File: config.mk
export PLATFORM = sky130hd
export DESIGN_NAME = aofs_formatter
export DESIGN_NICKNAME = d
export VERILOG_FILES = /design/src/aofs_pkg.sv /design/src/aofs_formatter.sv
export SDC_FILE = /design/constraint.sdc
export NUM_CORES = 1
export LEC_CHECK = 0
export BUFFER_PORTS_ARGS = -buffer_cell sky130_fd_sc_hd__buf_2
export CAP_MARGIN = 5
export CORE_MARGIN = 4
export CORE_UTILIZATION = 44
export CTS_BUF_LIST = sky130_fd_sc_hd__clkbuf_2
export DETAILED_ROUTE_END_ITERATION = 8
export PLACE_DENSITY = 0.58
export REMOVE_ABC_BUFFERS = 1
export SLEW_MARGIN = 20
export SYNTH_ARGS = -nofsm -noshare
export SYNTH_HDL_FRONTEND = slang
export SYNTH_SLANG_ARGS = --single-unit
File: constraint.sdc
create_clock -name pclk -period 5.5 [get_ports pclk]
set_input_delay 0.55 -clock pclk [delete_from_list [all_inputs] [get_ports pclk]]
set_output_delay 0.55 -clock pclk [all_outputs]
set_load 0.05 [all_outputs]
File: src/aofs_pkg.sv
// aofs_pkg: register map, field layout, reset values and carrier types for the
// sampler output formatter and serializer.
// assumes a 32-bit apb slave with one aligned word per register index.
package aofs_pkg;

  // ==========================================================================
  // register indices (byte address = 4 * index)
  localparam logic [3:0] AOFS_IDX_CTRL = 4'h1;
  localparam logic [3:0] AOFS_IDX_STREAM = 4'h2;
  localparam logic [3:0] AOFS_IDX_FRAMES = 4'h6;
  localparam logic [3:0] AOFS_IDX_CLK = 4'h7;
  localparam logic [3:0] AOFS_IDX_STATUS = 4'ha;

  // ==========================================================================
  // ctrl fields
  localparam int AOFS_CTRL_DRV_LSB = 0;
  localparam int AOFS_CTRL_FMT_LSB = 2;
  localparam int AOFS_CTRL_WIDTH_LSB = 4;
  localparam int AOFS_CTRL_QUAD_BIT = 7;
  // stream fields
  localparam int AOFS_SCFG_LANE_LSB = 0;
  localparam int AOFS_SCFG_EN_BIT = 2;
  localparam int AOFS_SCFG_TS_LSB = 4;
  // clk fields
  localparam int AOFS_CLK_L_LSB = 0;
  localparam int AOFS_CLK_M_LSB = 12;
  localparam int AOFS_CLK_BYP_BIT = 24;
  localparam int AOFS_CLK_SRC_BIT = 25;
  // status fields
  localparam int AOFS_STAT_ACTIVE_BIT = 4;
  localparam int AOFS_STAT_FRAMES_LSB = 16;

  // ==========================================================================
  // codes
  localparam logic [1:0] AOFS_DRV_CMOS = 2'h0;
  localparam logic [1:0] AOFS_FMT_UNSIGNED = 2'h0;
  localparam logic [1:0] AOFS_FMT_SIGNMAG = 2'h1;
  localparam logic [2:0] AOFS_W_ONE = 3'h0;
  localparam logic [2:0] AOFS_W_TWO = 3'h2;
  localparam logic [2:0] AOFS_W_THREE = 3'h4;
  localparam logic [1:0] AOFS_LANES_0 = 2'h0;
  localparam logic [1:0] AOFS_LANES_01 = 2'h1;
  localparam logic [1:0] AOFS_LANES_02 = 2'h2;
  localparam logic [1:0] AOFS_LANES_ALL = 2'h3;

  // ==========================================================================
  // reset values and limits
  localparam logic [1:0] AOFS_RST_DRV = AOFS_DRV_CMOS;
  localparam logic [1:0] AOFS_RST_FMT = AOFS_FMT_SIGNMAG;
  localparam logic [2:0] AOFS_RST_WIDTH = AOFS_W_TWO;
  localparam logic AOFS_RST_QUAD = 1'b1;
  localparam logic [1:0] AOFS_RST_LANES = AOFS_LANES_0;
  localparam logic AOFS_RST_STREAM_FRAME_COUNT_REG_EN = 1'b0;
  localparam logic [14:0] AOFS_RST_TS_PERIOD = 15'h0400;
  localparam logic [15:0] AOFS_RST_FRAMES = 16'h0000;
  localparam logic [11:0] AOFS_RST_L = 12'h001;
  localparam logic [11:0] AOFS_RST_M = 12'hffd;
  localparam logic AOFS_RST_BYP = 1'b0;
  localparam logic AOFS_RST_SRC = 1'b0;
  localparam logic [14:0] AOFS_TS_MIN = 15'h0080;
  localparam logic [14:0] AOFS_TS_MAX = 15'h4000;
  localparam logic [13:0] AOFS_DIV_BASE = 14'h1000;
  localparam logic [3:0] AOFS_SLICE_LAST = 4'hf;

  // ==========================================================================
  // carriers
  typedef struct packed {
    logic inphase_high_pin;
    logic inphase_low_pin;
    logic quad_high_pin;
    logic quad_low_pin;
  } aofs_pins_t;

  typedef struct packed {
    logic ser_data;
    logic slice_sync;
    logic time_sync;
    logic sample_tick;
  } aofs_stream_t;

  typedef struct packed {
    logic [1:0] output_driver_select;
    logic [1:0] code_format;
    logic [2:0] sample_width;
    logic quadrature_channel_enable;
    logic [1:0] stream_lane_select;
    logic stream_enable;
    logic [14:0] time_sync_period;
    logic [15:0] stream_frame_count_reg;
    logic [11:0] divider_low_count;
    logic [11:0] divider_modulus_count;
    logic frac_divider_bypass;
    logic sample_clock_source;
  } aofs_cfg_t;

  typedef struct packed {
    aofs_cfg_t cfg;
    logic [13:0] acc;
    logic tick;
    logic [14:0] ts_cnt;
    logic [3:0] samp_cnt;
    logic [3:0][15:0] hold;
    logic [3:0][15:0] shreg;
    logic active;
    logic [1:0] pos;
    logic [3:0] bitcnt;
    logic [15:0] frames;
    aofs_pins_t pins;
    logic analog_bypass;
    aofs_stream_t link;
    logic [31:0] prdata;
    logic pready;
    logic pslverr;
  } aofs_state_t;

endpackage

File: src/aofs_formatter.sv
// aofs_formatter: sample code formatter, pin mapper, fractional sample clock
// divider and 16-bit slice serializer behind an apb register slave.
// assumes one clock pclk; sample and serial clocks are enables derived from it,
// and converter codes arrive synchronous to pclk.
//
// What this block does
// RL1 - driver 00 cmos, 01 reserved, 1x analog
// RL2 - format 00 unsigned, 01 signmag, 1x twos
// RL3 - reset default two bits, sign and magnitude
// RL4 - quad enable 0 i only; 3-bit i only
// RL5 - width 000 one, 010 two, 100 three
// RL6 - msb on high pin, lsb on low
// RL7 - three bits on i high, i low, q high
// RL8 - sign-magnitude: sign set for negative levels
// RL9 - unsigned and twos complement code tables
// RL10 - divider ratio l over 4096 minus m plus l
// RL11 - fraction alternates neighbouring integer ratios
// RL12 - bypass bit skips fractional divider
// RL13 - source bit picks reference or divided clock
// RL14 - lanes 0,1 in-phase; lanes 2,3 quadrature
// RL15 - lane select: 0, 0+1, 0+2, all
// RL16 - sixteen bits per lane in rotation
// RL17 - serial clock fast enough for lanes; not checked, a new slice mid-rotation restarts the serializer at lane 0
// RL18 - four 16-bit holding registers capture samples
// RL19 - slice end moves holding into shift registers
// RL20 - zeros after valid data until next slice
// RL21 - slice sync marks each valid slice
// RL22 - periodic time sync, 128 to 16384 samples
// RL23 - frame count register at index six
// RL24 - divider counts register at index seven
// RL25 - oldest sample first, one bit per clock
// RL26 - slice sync one cycle on first bit
//
// Chosen here: the APB interface to the registers and the placing of the registers.
`timescale 1ns/100ps
module aofs_formatter
  import aofs_pkg::*;
(
  input wire logic pclk,
  input wire logic presetn,
  input wire logic ce,
  input wire logic psel,
  input wire logic penable,
  input wire logic pwrite,
  input wire logic [11:0] paddr,
  input wire logic [31:0] pwdata,
  output logic [31:0] prdata,
  output logic pready,
  output logic pslverr,
  input wire logic ref_div_tick,
  input wire logic [2:0] adc_i_code,
  input wire logic [2:0] adc_q_code,
  output aofs_pins_t pins,
  output logic analog_bypass,
  output aofs_stream_t link
);

  // ==========================================================================
  // helpers
  // level index k: 0..7 stands for -7,-5,...,+7
  function automatic logic [2:0] fmt_code(input logic [2:0] k, input logic [1:0] fmt);
    logic [2:0] r;
    r = k;
    if (fmt[1]) begin
      r = {~k[2], k[1:0]}; // RL9
    end else if (fmt == AOFS_FMT_SIGNMAG) begin
      r = {~k[2], (k[2] ? k[1:0] : ~k[1:0])}; // RL8
    end
    return r;
  endfunction

  function automatic logic [1:0] lane_of(input logic [1:0] sel, input logic [1:0] p);
    logic [1:0] r;
    r = 2'h0;
    unique case (sel)
      AOFS_LANES_0: r = 2'h0;
      AOFS_LANES_01: r = p[0] ? 2'h1 : 2'h0;
      AOFS_LANES_02: r = p[0] ? 2'h2 : 2'h0;
      AOFS_LANES_ALL: r = p;
    endcase
    return r;
  endfunction

  function automatic logic [1:0] last_pos(input logic [1:0] sel);
    logic [1:0] r;
    r = 2'h0;
    unique case (sel)
      AOFS_LANES_0: r = 2'h0;
      AOFS_LANES_01, AOFS_LANES_02: r = 2'h1;
      AOFS_LANES_ALL: r = 2'h3;
    endcase
    return r;
  endfunction

  aofs_state_t st;
  aofs_state_t next_st;

  // ==========================================================================
  // combinational decode shared by next-state and checks
  logic base_tick;
  logic [13:0] div_sum;
  logic [13:0] div_n;
  logic three_bit;
  logic one_bit;
  logic [14:0] ts_eff;
  logic [2:0] ci;
  logic [2:0] cq;
  logic [3:0] lanes;
  logic [3:0] idx;
  logic hit;

  // clock source and divider terms
  assign base_tick = st.cfg.sample_clock_source | ref_div_tick; // RL13
  assign div_sum = st.acc + {2'h0, st.cfg.divider_low_count};
  assign div_n = 14'(AOFS_DIV_BASE - {2'h0, st.cfg.divider_modulus_count}
                 + {2'h0, st.cfg.divider_low_count}); // RL10
  // width decode; three bits only without quadrature, odd codes fall to two
  assign three_bit = (st.cfg.sample_width == AOFS_W_THREE)
                     && !st.cfg.quadrature_channel_enable; // RL4 RL5
  assign one_bit = (st.cfg.sample_width == AOFS_W_ONE); // RL5
  // time sync period clamped into its legal span
  assign ts_eff = (st.cfg.time_sync_period < AOFS_TS_MIN) ? AOFS_TS_MIN :
                  (st.cfg.time_sync_period > AOFS_TS_MAX) ? AOFS_TS_MAX :
                  st.cfg.time_sync_period; // RL22
  assign ci = fmt_code(adc_i_code, st.cfg.code_format); // RL2
  assign cq = fmt_code(adc_q_code, st.cfg.code_format); // RL2
  assign idx = paddr[5:2];
  assign hit = (paddr[11:6] == 6'h00) && (paddr[1:0] == 2'h0)
               && (idx == AOFS_IDX_CTRL || idx == AOFS_IDX_STREAM
               || idx == AOFS_IDX_FRAMES || idx == AOFS_IDX_CLK
               || idx == AOFS_IDX_STATUS);

  // lane bits: 0 i msb, 1 i lsb, 2 q msb, 3 q lsb
  always_comb begin
    lanes = 4'h0;
    if (three_bit) begin
      lanes = {1'b0, ci[0], ci[1], ci[2]}; // RL7
    end else begin
      lanes[0] = ci[2]; // RL6 RL14
      lanes[1] = one_bit ? 1'b0 : ci[1]; // RL6 RL14
      if (st.cfg.quadrature_channel_enable) begin
        lanes[2] = cq[2]; // RL4 RL14
        lanes[3] = one_bit ? 1'b0 : cq[1];
      end
    end
  end

  // ==========================================================================
  // next state
  always_comb begin
    logic [3:0][15:0] nhold;
    logic [1:0] ln;
    nhold = st.hold;
    ln = lane_of(st.cfg.stream_lane_select, st.pos);
    next_st = st;
    next_st.link.slice_sync = 1'b0;
    next_st.link.time_sync = 1'b0;
    next_st.link.ser_data = 1'b0; // RL20
    next_st.pready = 1'b0;
    next_st.analog_bypass = st.cfg.output_driver_select[1]; // RL1

    // fractional divider: accumulate l, emit when the modulus is passed
    next_st.tick = 1'b0;
    if (st.cfg.frac_divider_bypass) begin
      next_st.tick = base_tick; // RL12
    end else if (base_tick && st.cfg.divider_low_count != 12'h000) begin
      if (div_sum >= div_n) begin
        next_st.tick = 1'b1; // RL11
        next_st.acc = 14'(div_sum - div_n);
      end else begin
        next_st.acc = div_sum;
      end
    end
    next_st.link.sample_tick = next_st.tick;

    // serial stream, one bit per clock, oldest sample first
    if (st.active) begin
      next_st.link.ser_data = st.shreg[ln][st.bitcnt]; // RL16 RL25
      next_st.link.slice_sync = (st.bitcnt == 4'h0); // RL21 RL26
      next_st.bitcnt = 4'(st.bitcnt + 4'h1);
      if (st.bitcnt == AOFS_SLICE_LAST) begin
        if (st.pos == last_pos(st.cfg.stream_lane_select)) begin
          next_st.active = 1'b0; // RL20
          next_st.pos = 2'h0;
        end else begin
          next_st.pos = 2'(st.pos + 2'h1); // RL15 RL16
        end
      end
    end

    // sample capture on each sample clock
    if (st.tick) begin
      nhold[0][st.samp_cnt] = lanes[0]; // RL18
      nhold[1][st.samp_cnt] = lanes[1];
      nhold[2][st.samp_cnt] = lanes[2];
      nhold[3][st.samp_cnt] = lanes[3];
      next_st.hold = nhold;
      next_st.samp_cnt = 4'(st.samp_cnt + 4'h1);
      if (st.cfg.output_driver_select == AOFS_DRV_CMOS) begin
        next_st.pins = {lanes[0], lanes[1], lanes[2], lanes[3]}; // RL1 RL6
      end else begin
        next_st.pins = '0; // RL1
      end
      // periodic time marker
      if (st.ts_cnt >= 15'(ts_eff - 15'h0001)) begin
        next_st.ts_cnt = 15'h0000;
        next_st.link.time_sync = 1'b1; // RL22
      end else begin
        next_st.ts_cnt = 15'(st.ts_cnt + 15'h0001);
      end
      // slice complete: hand the set to the shifters
      if (st.samp_cnt == AOFS_SLICE_LAST) begin
        next_st.shreg = nhold; // RL19
        if (st.cfg.stream_enable && (st.cfg.stream_frame_count_reg == 16'h0000
            || st.frames < st.cfg.stream_frame_count_reg)) begin
          next_st.active = 1'b1; // RL19
          next_st.pos = 2'h0;
          next_st.bitcnt = 4'h0;
          next_st.frames = 16'(st.frames + 16'h0001); // RL23
        end
      end
    end

    // apb: answer in the second access cycle, writes land on that edge
    if (psel && penable && !st.pready) begin
      next_st.pready = 1'b1;
      next_st.pslverr = !hit;
      next_st.prdata = 32'h0;
      if (hit && !pwrite) begin
        unique case (idx)
          AOFS_IDX_CTRL: begin
            next_st.prdata[AOFS_CTRL_DRV_LSB +: 2] = st.cfg.output_driver_select;
            next_st.prdata[AOFS_CTRL_FMT_LSB +: 2] = st.cfg.code_format;
            next_st.prdata[AOFS_CTRL_WIDTH_LSB +: 3] = st.cfg.sample_width;
            next_st.prdata[AOFS_CTRL_QUAD_BIT] = st.cfg.quadrature_channel_enable;
          end
          AOFS_IDX_STREAM: begin
            next_st.prdata[AOFS_SCFG_LANE_LSB +: 2] = st.cfg.stream_lane_select;
            next_st.prdata[AOFS_SCFG_EN_BIT] = st.cfg.stream_enable;
            next_st.prdata[AOFS_SCFG_TS_LSB +: 15] = st.cfg.time_sync_period;
          end
          AOFS_IDX_FRAMES: next_st.prdata[15:0] = st.cfg.stream_frame_count_reg;
          AOFS_IDX_CLK: begin
            next_st.prdata[AOFS_CLK_L_LSB +: 12] = st.cfg.divider_low_count;
            next_st.prdata[AOFS_CLK_M_LSB +: 12] = st.cfg.divider_modulus_count;
            next_st.prdata[AOFS_CLK_BYP_BIT] = st.cfg.frac_divider_bypass;
            next_st.prdata[AOFS_CLK_SRC_BIT] = st.cfg.sample_clock_source;
          end
          default: begin
            next_st.prdata[3:0] = st.samp_cnt;
            next_st.prdata[AOFS_STAT_ACTIVE_BIT] = st.active;
            next_st.prdata[AOFS_STAT_FRAMES_LSB +: 16] = st.frames;
          end
        endcase
      end
    end
    if (psel && penable && st.pready && pwrite && hit) begin
      unique case (idx)
        AOFS_IDX_CTRL: begin
          next_st.cfg.output_driver_select = pwdata[AOFS_CTRL_DRV_LSB +: 2];
          next_st.cfg.code_format = pwdata[AOFS_CTRL_FMT_LSB +: 2];
          next_st.cfg.sample_width = pwdata[AOFS_CTRL_WIDTH_LSB +: 3];
          next_st.cfg.quadrature_channel_enable = pwdata[AOFS_CTRL_QUAD_BIT];
        end
        AOFS_IDX_STREAM: begin
          next_st.cfg.stream_lane_select = pwdata[AOFS_SCFG_LANE_LSB +: 2];
          next_st.cfg.stream_enable = pwdata[AOFS_SCFG_EN_BIT];
          next_st.cfg.time_sync_period = pwdata[AOFS_SCFG_TS_LSB +: 15];
        end
        AOFS_IDX_FRAMES: begin
          next_st.cfg.stream_frame_count_reg = pwdata[15:0]; // RL23
          next_st.frames = 16'h0000;
        end
        AOFS_IDX_CLK: begin
          next_st.cfg.divider_low_count = pwdata[AOFS_CLK_L_LSB +: 12]; // RL24
          next_st.cfg.divider_modulus_count = pwdata[AOFS_CLK_M_LSB +: 12];
          next_st.cfg.frac_divider_bypass = pwdata[AOFS_CLK_BYP_BIT];
          next_st.cfg.sample_clock_source = pwdata[AOFS_CLK_SRC_BIT];
          next_st.acc = 14'h0000;
        end
        default: ;
      endcase
    end
  end

  // ==========================================================================
  // state register, frozen while ce is low
  always_ff @(posedge pclk or negedge presetn) begin
    if (!presetn) begin
      st <= '0;
      st.cfg.output_driver_select <= AOFS_RST_DRV;
      st.cfg.code_format <= AOFS_RST_FMT; // RL3
      st.cfg.sample_width <= AOFS_RST_WIDTH; // RL3
      st.cfg.quadrature_channel_enable <= AOFS_RST_QUAD;
      st.cfg.stream_lane_select <= AOFS_RST_LANES;
      st.cfg.stream_enable <= AOFS_RST_STREAM_FRAME_COUNT_REG_EN;
      st.cfg.time_sync_period <= AOFS_RST_TS_PERIOD;
      st.cfg.stream_frame_count_reg <= AOFS_RST_FRAMES;
      st.cfg.divider_low_count <= AOFS_RST_L;
      st.cfg.divider_modulus_count <= AOFS_RST_M;
      st.cfg.frac_divider_bypass <= AOFS_RST_BYP;
      st.cfg.sample_clock_source <= AOFS_RST_SRC;
    end else if (ce) begin
      st <= next_st;
    end
  end

  // outputs straight from the state flops
  assign prdata = st.prdata;
  assign pready = st.pready;
  assign pslverr = st.pslverr;
  assign pins = st.pins;
  assign analog_bypass = st.analog_bypass;
  assign link = st.link;
endmodule

==> results.md <==
- The flow ran to the end, and the final reports show no timing, DRC or antenna violations.
- Power spread over the standard cell area amounts to ~250 nW/um^2.
- After global routing the overflow that remains totals 0.
- The placeable core area is 35800 um^2.
- The share of synthesized flip-flops with an asynchronous set or reset is 1.00.
- The number of endpoints with negative hold slack in the final report was 0.
- The number of synthesized flops with an enable pin is 0.
- The setup slack of the worst register-to-register path is 0.29 ns.
- The CTS buffer count is 80.
- For the final routed database, the setup TNS stands at 0 ns.
- Dividing the detail-routed via count by the number of cells gives around 5.6.
- Sorting the synthesized cells by area gives the leading types as sky130_fd_sc_hd__dfrtp_1 (43%), sky130_fd_sc_hd__nand2_1 (6.9%), sky130_fd_sc_hd__ha_1 (5.9%).
- The post-layout minimum cycle time is 5.21 ns.
- Post-CTS timing repair inserted 0 buffers for setup.
- The synthesized design spends more area on one cell type than any other, namely sky130_fd_sc_hd__dfrtp_1.
- The via count of the first global-routing pass is 12900.
- The kind of end point of the critical path is a register.
- The number of antenna violations at the first check in global routing is 3.
- The port buffer count is 92.
- Counting every sink on the clock net gives slightly below 300.
- The kind of start point of the critical path is a register.
- Counting tap cells, the placed design contains a total of about 2100 instances.
- The total iterations of the first detailed-routing run is 6.
- Measured in cells, the most critical reg-to-reg path has a length of 20.
- The total setup violations reported at the end of the flow is 0.
- Row generation in the floorplan step produced 69 rows.
- The worst clock skew on the final layout is 0.0699 ns.
- The routed layout has 12900 vias.
- The longest clock path from root to sink contains 3 buffers.
- Setup repair after global routing left no endpoint under its margin.
- The endpoint of the worst hold-timing path is link[0].
- Once placement finished, the instance area stood at 16700 um^2.
- The data arrival time of the critical path is 6.03 ns.
- The number of nets in the final layout is 1925.
- The number of distinct library cells after synthesis is 75.
- The worst-skew pair later-pin latency is around 0.97 ns.
- The clock tree from TritonCTS is done.
- After detailed routing, the number of remaining DRC violations is 0.
- The non-filler instance count after layout is between 2000 and 2500.
- In this run the vertical extent of the chip is 199 um.
- The placer congestion estimate is approximately 0.84.
- The mapped netlist covers 16100 um^2.
- The share of Yosys cell area claimed by the top area cell type is 0.428.
- After clock tree synthesis, the clock-pin slew on the worst setup and hold paths is ~0.09 ns.
- The tightest min-delay check is of the in -> reg type.
- The total routing resource utilization after global routing is 0.227.
- Summed over all nets, the half-perimeter wirelength after detailed placement is between 30000 and 40000 um.
- The setup path with the least slack is of type reg -> reg.
- The final instance area is 17700 um^2.
- The wire length of the first global-routing pass is ~71000 um.
- The Yosys step of the flow raised 0 warnings.
- The largest driver fanout on the critical path is 9.
- After synthesis the netlist holds a flip-flop and latch count of 291.
- The final count of pins violating max slew was 0.
- The top achievable clock speed is 192 MHz.
- The leakage dissipation is around 9 nW.
- The H-tree was split into 3 levels.
- Compared with the post-synthesis result, the final layout area differs by 10.3%.
- In the post-synthesis netlist, the cell with the most instances is sky130_fd_sc_hd__nand2_1.
- Of the synthesized area, sequential elements account for 0.454.
- The die is 199 um wide.
- 100 I/O pins were placed.
- For this run, the leading register cell type out of synthesis is sky130_fd_sc_hd__dfrtp_1.
- The detail route stage leaves a number of antenna-violating nets equal to 0.
- Clock tree synthesis selected as its root buffer the cell sky130_fd_sc_hd__clkbuf_2.
- The average routed wire per standard cell is 19.4 um.
- Entering global routing, the biggest net connects 139 pins.
- At the pin with the least slew margin, the transition time is between 0.8 and 0.9 ns.
- A synthesized cell averages 9.61 um^2.
- The startpoint of the tightest hold check path is ce.
- The worst-case IR drop observed on VDD is 0.169 mV.
- For this configuration, the core starts out at a cell density of 0.449.
- The number of DRC markers in iteration 0 is 1061.
- The final cycle utilization of the critical path is 0.947.
- The number of standard cells after synthesis is 1674.
- Data on the critical path is required at its endpoint by 6.32 ns.
- The die covers slightly below 40000 um^2.
- The startpoint of the worst register-to-register path is st[230].
- Summed over all layers, the routed wires come to 44700 um.
- The headroom to the max-slew limit is 0.408.
- The endpoint of the most critical register-to-register path is st[214].
- The cell depth of the worst hold path is 3.
- Across the run, the number of max-cap violations was 0.
- In the final layout, the share of cells above drive strength 1 is 0.176.
- The commonest cells after synthesis are sky130_fd_sc_hd__nand2_1 (297), sky130_fd_sc_hd__dfrtp_1 (275), sky130_fd_sc_hd__nor2_1 (107).
==> how the worst max path moves through the flow <==
| stage | cells after the start | slack, ns | endpoint | startpoint |
|---|---|---|---|---|
| after floorplan | 19 | 0.68 | st[214] | st[230] |
| after global placement | 20 | 0.50 | st[214] | st[230] |
| after detailed placement | 20 | 0.39 | st[214] | st[230] |
| after CTS | 20 | 0.34 | st[214] | st[230] |
| after global routing | 20 | 0.07 | st[214] | st[230] |
| final | 20 | 0.29 | st[214] | st[230] |
==> cell families after synthesis <==
| logic type | after synthesis | share of synthesized area |
|---|---|---|
| compound gates | 320 | 0.128 |
| xor+xnor | 66 | 0.0359 |
| fa+ha+maj | 79 | 0.0628 |
| simple gates | 605 | 0.171 |
| buf+inv | 180 | 0.0531 |
| mux | 133 | 0.0949 |
| flops | 291 | 0.454 |
==> routing by layer <==
metal  track usage  vias up  part of all wire
li1              -     6143                 -
met1         0.310     6259              0.45
met2         0.362      407              0.47
met3        0.0445       96             0.055
met4        0.0846        0             0.028
met5             0        -                 0
==> power by group <==
group,internal [mW],switching [mW]
combinational,0.203,0.343
sequential,2.29,0.101
clock,0.563,0.937
==> worst max-delay path, stage by stage (launching register included) <==
cell                       delay (ns)
sky130_fd_sc_hd__dfstp_2         0.55
sky130_fd_sc_hd__ha_1            0.16
sky130_fd_sc_hd__inv_1           0.06
sky130_fd_sc_hd__fa_1            0.40
sky130_fd_sc_hd__a21o_1          0.18
sky130_fd_sc_hd__a21oi_1         0.22
sky130_fd_sc_hd__nor2b_1         0.07
sky130_fd_sc_hd__o21a_1          0.19
sky130_fd_sc_hd__o41ai_1         0.53
sky130_fd_sc_hd__nor2_1          0.15
sky130_fd_sc_hd__a211oi_1        0.33
sky130_fd_sc_hd__xor2_1          0.25
sky130_fd_sc_hd__ha_1            0.31
sky130_fd_sc_hd__nand2_1         0.12
sky130_fd_sc_hd__nor2_1          0.07
sky130_fd_sc_hd__a21o_1          0.20
sky130_fd_sc_hd__or4_4           0.49
sky130_fd_sc_hd__a211oi_4        0.22
sky130_fd_sc_hd__buf_4           0.23
sky130_fd_sc_hd__nor3_1          0.07
sky130_fd_sc_hd__a221o_1         0.29
==> flip-flops by register name (all words and copies together), names as in the netlist <==
name / count
prdata: 32
pready: 1
analog_bypass: 1
pslverr: 1
link: 4
next_st: 1
st: 247
pins: 4
==> through the flow <==
step | power [mW] | hold WS [ns] | worst slack [ns] | util
after global placement | 2.94 | 0.445 | 0.499 | 0.466
after detailed placement | 2.96 | 0.448 | 0.394 | 0.466
after CTS | 4.51 | 0.0109 | 0.338 | 0.495
final | 4.44 | 0.157 | 0.292 | 0.495
after floorplan | 2.72 | 0.254 | 0.677 | -
after global routing | 4.69 | 0.0725 | 0.0675 | 0.495
==> timing repair <==
| item | in CTS | in global routing |
|---|---|---|
| hold buffers | 35 | 0 |
| gates resized for setup | 0 | 0 |
| endpoints found under the hold margin | 175 | 0 |
| setup endpoints to repair | 0 | 0 |
==> final cells by class <==
cell class	instances	area, um^2
diodes	2	5.00
repair buffers	148	991
flip-flops and latches	291	7300
fillers	3401	18100
clock inverters	22	101
well taps	461	577
clock buffers	115	576
inverters	65	244
multi-input cells	1203	7950
==> layout by cell type (no fill, tap or decap), types with 14 or more instances in the layout <==
| cell | n |
|---|---|
| sky130_fd_sc_hd__clkinv_1 | 14 |
| sky130_fd_sc_hd__inv_1 | 65 |
| sky130_fd_sc_hd__buf_2 | 91 |
| sky130_fd_sc_hd__a21o_1 | 15 |
| sky130_fd_sc_hd__xor2_1 | 27 |
| sky130_fd_sc_hd__dfrtp_1 | 275 |
| sky130_fd_sc_hd__nand3_1 | 38 |
| sky130_fd_sc_hd__nand2_1 | 296 |
| sky130_fd_sc_hd__dlygate4sd3_1 | 35 |
| sky130_fd_sc_hd__and2_1 | 19 |
| sky130_fd_sc_hd__mux2_1 | 38 |
| sky130_fd_sc_hd__nor3_1 | 23 |
| sky130_fd_sc_hd__o21ai_0 | 73 |
| sky130_fd_sc_hd__buf_4 | 20 |
| sky130_fd_sc_hd__ha_1 | 76 |
| sky130_fd_sc_hd__mux2i_1 | 40 |
| sky130_fd_sc_hd__o31ai_1 | 17 |
| sky130_fd_sc_hd__nor2_1 | 107 |
| sky130_fd_sc_hd__nand4_1 | 34 |
| sky130_fd_sc_hd__a21oi_1 | 76 |
| sky130_fd_sc_hd__dfstp_2 | 16 |
| sky130_fd_sc_hd__o21ai_1 | 32 |
| sky130_fd_sc_hd__nor4_1 | 14 |
| sky130_fd_sc_hd__clkbuf_2 | 115 |
| sky130_fd_sc_hd__mux2_2 | 48 |
| sky130_fd_sc_hd__nand2b_1 | 15 |
| sky130_fd_sc_hd__xnor2_1 | 39 |
Note: power is estimated with default switching activity, not from simulation.
